==> src/prot_map.svh <==
/*
 * offsets, field positions, reset values and sizes of the region checker
 * assumes: included by bare name from every file that needs a constant
 */
`ifndef PROT_MAP_SVH
`define PROT_MAP_SVH

// table sizes
`define RGN_COUNT      16
`define PORT_COUNT     2

// word index of each 32-bit part of a 128-bit descriptor
`define WORD_START     2'h0
`define WORD_END       2'h1
`define WORD_ACW       2'h2
`define WORD_CTRL      2'h3

// region granule is 32 bytes: low address bits are implied
`define GRAN_LSB       5

// access control word field positions
`define ACW_SUP_LSB    0
`define ACW_USR_LSB    3
`define ACW_DMA_LSB    6
`define ACW_OTH_LSB    8
`define PERM_R         0
`define PERM_W         1
`define PERM_X         2

// control word field position
`define CTRL_VALID_BIT 0

// reset values
`define ADDR_RST       32'h0000_0000
`define ACW_RST        32'h0000_0000
`define ERR_RST        64'h0000_0000_0000_0000

`endif

==> src/prot_pkg.sv <==
/*
 * types shared by the region checker modules
 * assumes: nothing beyond a SystemVerilog compiler
 */
package prot_pkg;

   // crossbar master identity carried with each transfer
   typedef enum logic [1:0] {
      mst_core_instr,
      mst_core_data,
      mst_dma,
      mst_other
   } master_t;

   // captured details of the most recent faulting access
   typedef struct packed {
      logic [10:0] pad;
      logic        sup_mode;
      logic        exec;
      logic        write;
      master_t     master;
      logic [15:0] hit;
      logic [31:0] addr;
   } err_record_t;

endpackage

==> src/region_if.sv <==
/*
 * descriptor table as seen by the store and by the per-port checkers
 * assumes: one store drives it, any number of checkers read it
 */
`timescale 1ns/1ps

interface region_if;
   logic [15:0][31:0] start_addr;
   logic [15:0][31:0] end_addr;
   logic [15:0][31:0] acw;
   logic [15:0]       valid;

   modport store (output start_addr, output end_addr, output acw,
                  output valid);
   modport check (input start_addr, input end_addr, input acw,
                  input valid);
endinterface

==> src/region_store.sv <==
/*
 * sixteen 128-bit region descriptors with registered readback
 * assumes: one writer, writes and reads on the same clock
 */
`timescale 1ns/1ps
`include "prot_map.svh"

module region_store
   import prot_pkg::*;
(
   input  wire logic        clk,
   input  wire logic        rst,
   input  wire logic        wr_en,
   input  wire logic        acw_wr_en,
   input  wire logic [3:0]  wr_idx,
   input  wire logic [1:0]  wr_word,
   input  wire logic [31:0] wdata,
   input  wire logic [3:0]  rd_idx,
   input  wire logic [1:0]  rd_word,
   output      logic [31:0] rd_data,
   region_if.store          rgn
);

   // readback selection; the control word shows only the valid bit
   wire [31:0] rd_sel =
      (rd_word == `WORD_START) ? rgn.start_addr[rd_idx] :
      (rd_word == `WORD_END)   ? rgn.end_addr[rd_idx] :
      (rd_word == `WORD_ACW)   ? rgn.acw[rd_idx] :
      {31'h0000_0000, rgn.valid[rd_idx]};

   // start/end forced to 32-byte granules, so sizes run 32 B..4 GB
   always_ff @(posedge clk or posedge rst)
   begin
      if (rst)
      begin
         rgn.start_addr <= {16{`ADDR_RST}};
         rgn.end_addr   <= {16{`ADDR_RST}};
         rgn.acw        <= {16{`ACW_RST}};
         rgn.valid      <= 16'h0000;
      end
      else if (wr_en)
      begin
         case (wr_word)
            `WORD_START:
            begin
               rgn.start_addr[wr_idx] <=
                  {wdata[31:`GRAN_LSB], {`GRAN_LSB{1'b0}}};
               rgn.valid[wr_idx] <= 1'b0;
            end
            `WORD_END:
            begin
               rgn.end_addr[wr_idx] <=
                  {wdata[31:`GRAN_LSB], {`GRAN_LSB{1'b1}}};
               rgn.valid[wr_idx] <= 1'b0;
            end
            `WORD_ACW:
            begin
               rgn.acw[wr_idx]   <= wdata;
               rgn.valid[wr_idx] <= 1'b0;
            end
            default:
               rgn.valid[wr_idx] <= wdata[`CTRL_VALID_BIT];
         endcase
      end
      else if (acw_wr_en)
         rgn.acw[wr_idx] <= wdata; // rights only, valid untouched
   end

   // readback comes out of a register
   always_ff @(posedge clk or posedge rst)
   begin
      if (rst)
         rd_data <= 32'h0000_0000;
      else
         rd_data <= rd_sel;
   end

endmodule

==> src/flat_wrapper.sv <==
// flat-port wrapper written by rule: the top's interface ports become plain ports
module region_store_flat import prot_pkg::*;
  (clk, rst, wr_en, acw_wr_en, wr_idx, wr_word, wdata, rd_idx, rd_word, rd_data, rgn_start_addr, rgn_end_addr, rgn_acw, rgn_valid);
  region_if rgn_i ();
  input  wire logic clk;
  input  wire logic rst;
  input  wire logic wr_en;
  input  wire logic acw_wr_en;
  input  wire logic [3:0] wr_idx;
  input  wire logic [1:0] wr_word;
  input  wire logic [31:0] wdata;
  input  wire logic [3:0] rd_idx;
  input  wire logic [1:0] rd_word;
  output      logic [31:0] rd_data;
  output wire logic [$bits(rgn_i.start_addr)-1:0] rgn_start_addr;
  output wire logic [$bits(rgn_i.end_addr)-1:0] rgn_end_addr;
  output wire logic [$bits(rgn_i.acw)-1:0] rgn_acw;
  output wire logic [$bits(rgn_i.valid)-1:0] rgn_valid;
  assign rgn_start_addr = rgn_i.start_addr;
  assign rgn_end_addr = rgn_i.end_addr;
  assign rgn_acw = rgn_i.acw;
  assign rgn_valid = rgn_i.valid;
  region_store u_core (.clk(clk), .rst(rst), .wr_en(wr_en), .acw_wr_en(acw_wr_en), .wr_idx(wr_idx), .wr_word(wr_word), .wdata(wdata), .rd_idx(rd_idx), .rd_word(rd_word), .rd_data(rd_data), .rgn(rgn_i));
endmodule
==> config.mk <==
export PLATFORM = sky130hd
export DESIGN_NAME = region_store_flat
export DESIGN_NICKNAME = d
export VERILOG_FILES = /design/src/prot_pkg.sv /design/src/region_if.sv /design/src/region_store.sv /design/src/flat_wrapper.sv
export VERILOG_INCLUDE_DIRS = /design/src
export SDC_FILE = /design/constraint.sdc
export NUM_CORES = 2
export LEC_CHECK = 0
export ABC_AREA = 1
export ABC_CLOCK_PERIOD_IN_PS = 64099
export BUFFER_PORTS_ARGS = -buffer_cell sky130_fd_sc_hd__buf_2
export CORE_AREA = 2 2 630 632
export CTS_CLUSTER_DIAMETER = 80
export DETAILED_ROUTE_END_ITERATION = 6
export DIE_AREA = 0 0 632 634
export GPL_ROUTABILITY_DRIVEN = 1
export SETUP_SLACK_MARGIN = 0.3
export SYNTH_ARGS = -nofsm -noshare
export SYNTH_HDL_FRONTEND = slang
export SYNTH_SLANG_ARGS = --single-unit
==> constraint.sdc <==
create_clock -name clk -period 64.1 [get_ports clk]
set_clock_uncertainty 0.1 [all_clocks]
set_input_delay 6.41 -clock clk [delete_from_list [all_inputs] [get_ports clk]]
set_output_delay 6.41 -clock clk [all_outputs]
set_load 0.02 [all_outputs]
==> results.ini <==
[sta]
tightest_slew_ns = 1.43
fmax_mhz = 92.5
final.period_utilization_pct = 16.9
fin_tns_setup_ns = 0
rsz0062_at_grt = no
period_needed_ns = 10.82
finalHoldViolCount = 0
maxSlewViolCount = 0
worst_slack_ns = 53.28
max_slew_margin_pct = 4.24
finalSetupViolations = 0

[final_layout]
nets = 10300
final_layout_size_suffix_gt1_share_pct = 20.2
syn_to_final_growth_pct = 27.7

[critical_path]
ff2ff_setup_slack_ns = 61.60
crit_fanout = 93
crit_type = in2reg
worst_setup_path_end_kind = flop
worstPathArrival_ns = 11.48
cp_data_required_time_ns = 64.76
cp-start-kind = input port

[synth]
ys_types = 20
ys_warn_count = 0
syn_area_per_cell_um2 = 7.54
yosysMostFrequentCell = nand2_1
netlist_area_um2 = 68700
yosysTopAreaCell = dfrtp_1
ys_seq_area_share_pct = 52.5
netlist_top_cells_count = 3364 x nand2_1, 1440 x dfrtp_1, 950 x nand3_1
synth_top_area_share_pct = 52.5
synthFlopType = dfrtp_1
synthArstFlopShare_pct = 100
synth_edf_count = 0
synth-seq-cells = 1440
synth_cells = 9111
synth.area.top_cells = dfrtp_1 52%, nand2_1 18%, nand3_1 6.9%, o21ai_0 6.8%, inv_1 4.8%

[route]
wl_um = 480000
dr.pass1.iters = 6
ant_nets = 0
drc = 0
vias = 69800
drtIter0Drc = 8113
via_per_inst = 4.45
wire_per_inst_um = 30.6

[clock_network]
cts_resized = 0
htree_levels = 4
cts.path.max_buffers = 4
cts_setup_buffers = 0
clk_latency_ns = 0.92
clockRootBuffer = clkbuf_16
cts_hold_buf = 0
cts.sinks = 1440
cts_tree = built
clkTransAtPathRegs_ns = 0.06
cts_buffers = 194

[power_and_ir_drop]
finalPower_mw = 3.23
vdd_ir_drop_max_mv = 0.0228
p_per_area_nw_per_um2 = 36.9
power_leakage_nw = 45.3

[worst_hold_path]
hold_class = reg2reg

[grt]
grt_start_max_net_pins = 167
grt_remaining_overflow = 0
grt_pass1_vias = 62400
antenna_found_initial = 63
track_usage_pct = 23.0
grt_pass1_wl_um = 619000

[floorplan]
die-area_um2 = 401000
fp.dieH_um = 634
std_cell_rows = 231
pin_count = 1632
core_um2 = 394000
die_x_um = 632
start_util_pct = 17.4

[placement]
io_buffer_count = 1551
place_ws_ns = 52.36
hpwl_um = 359000
gp_congestion = 0.942

[run]
maxCapViolCount = 0

[run_status]
status = finished clean

[layout by cell type (no fill, tap or decap), types with 33 or more instances in the layout]
| master | synthesis | routed |
|---|---|---|
| o21ai_1 | 520 | 520 |
| buf_2 | 79 | 1547 |
| nor2_1 | 125 | 122 |
| clkbuf_8 | 0 | 49 |
| diode_2 | 0 | 47 |
| o211ai_1 | 34 | 34 |
| buf_4 | 144 | 130 |
| clkbuf_16 | 0 | 198 |
| clkbuf_1 | 580 | 33 |
| o21ai_0 | 926 | 926 |
| inv_1 | 885 | 856 |
| nand3_1 | 950 | 950 |
| nand2_1 | 3364 | 3326 |
| clkinv_2 | 0 | 40 |
| dfrtp_1 | 1440 | 1440 |
| conb_1 | 1 | 80 |
[layout make-up]
cell class | count | area, um^2
Timing Repair Buffer | 1686 | 8870
Inverter | 892 | 3430
Fill cell | 43900 | 307000
Multi-Input combinational cell | 6013 | 26000
Clock inverter | 77 | 922
Tap cell | 5242 | 6560
Antenna cell | 47 | 118
Sequential cell | 1440 | 36000
Clock buffer | 280 | 5750
[cells by family after synthesis]
family	Yosys count	synth area share [%]
AO/OA/AOI/OAI	1481	10.9
buffers and inverters	1737	10.4
flip-flops	1440	52.5
other	1	0.00546
AND/OR/NAND/NOR	4452	26.1
[power breakdown]
group | switching [mW] | internal (mW) | total (mW)
sequential | 0.144 | 1.06 | 1.20
combinational | 0.653 | 0.221 | 0.874
clock | 0.476 | 0.682 | 1.16
[routing by layer]
layer | global-route usage [%] | share of wire (%) | vias up | wire length [um]
met3 | 4.73 | 8.0 | 853 | 38200
met4 | 13.6 | 7.3 | 12 | 35300
met1 | 28.1 | 39 | 34200 | 187000
li1 | - | - | 30800 | -
met5 | 0 | 0.017 | - | 81
met2 | 37.3 | 46 | 3996 | 220000
[worst max-delay path, stage by stage]
cell and delay, ns:
buf_8 0.51, buf_4 0.62, buf_4 0.73, buf_4 0.81
buf_4 0.77, nand2_1 0.12, nand3_1 0.11, nand3_1 0.11
nand3_1 0.26, nand2_1 0.41, nand2_1 0.23, nand3_1 0.10
[sequential cells by signal (all words and copies together) (netlist names)]
register and flops:
u_core.rgn.acw 512, u_core.rgn.end_addr 448, u_core.rd_data 32, u_core.rgn.start_addr 432
u_core.rgn.valid 16
[metrics by stage]
stage	hold WS, ns	instance area, um^2	std cells	util, %
2_1_floorplan	0.506	69000	9190	-
3_3_place_gp	0.385	80900	15300	20.5
3_5_place_dp	0.390	80900	15300	20.5
4_1_cts	0.405	87600	15600	22.2
5_1_grt	0.424	87600	15600	22.2
6_report	0.401	87700	15700	22.2
[final timing paths]
path                                          start                          to  cells after the start
max                                       rd_idx[0]           u_core.rd_data[5]                     12
min                             u_core.rgn.acw[459]         u_core.rgn.acw[459]                      2
max reg2reg                u_core.rgn.end_addr[132]           u_core.rd_data[0]                      8
min reg2reg                     u_core.rgn.acw[459]         u_core.rgn.acw[459]                      2
max in group asynchronous                       rst  u_core.rgn.start_addr[176]                      7
min in group asynchronous                       rst    u_core.rgn.end_addr[400]                      2
Power figures use the tool's default switching activity.
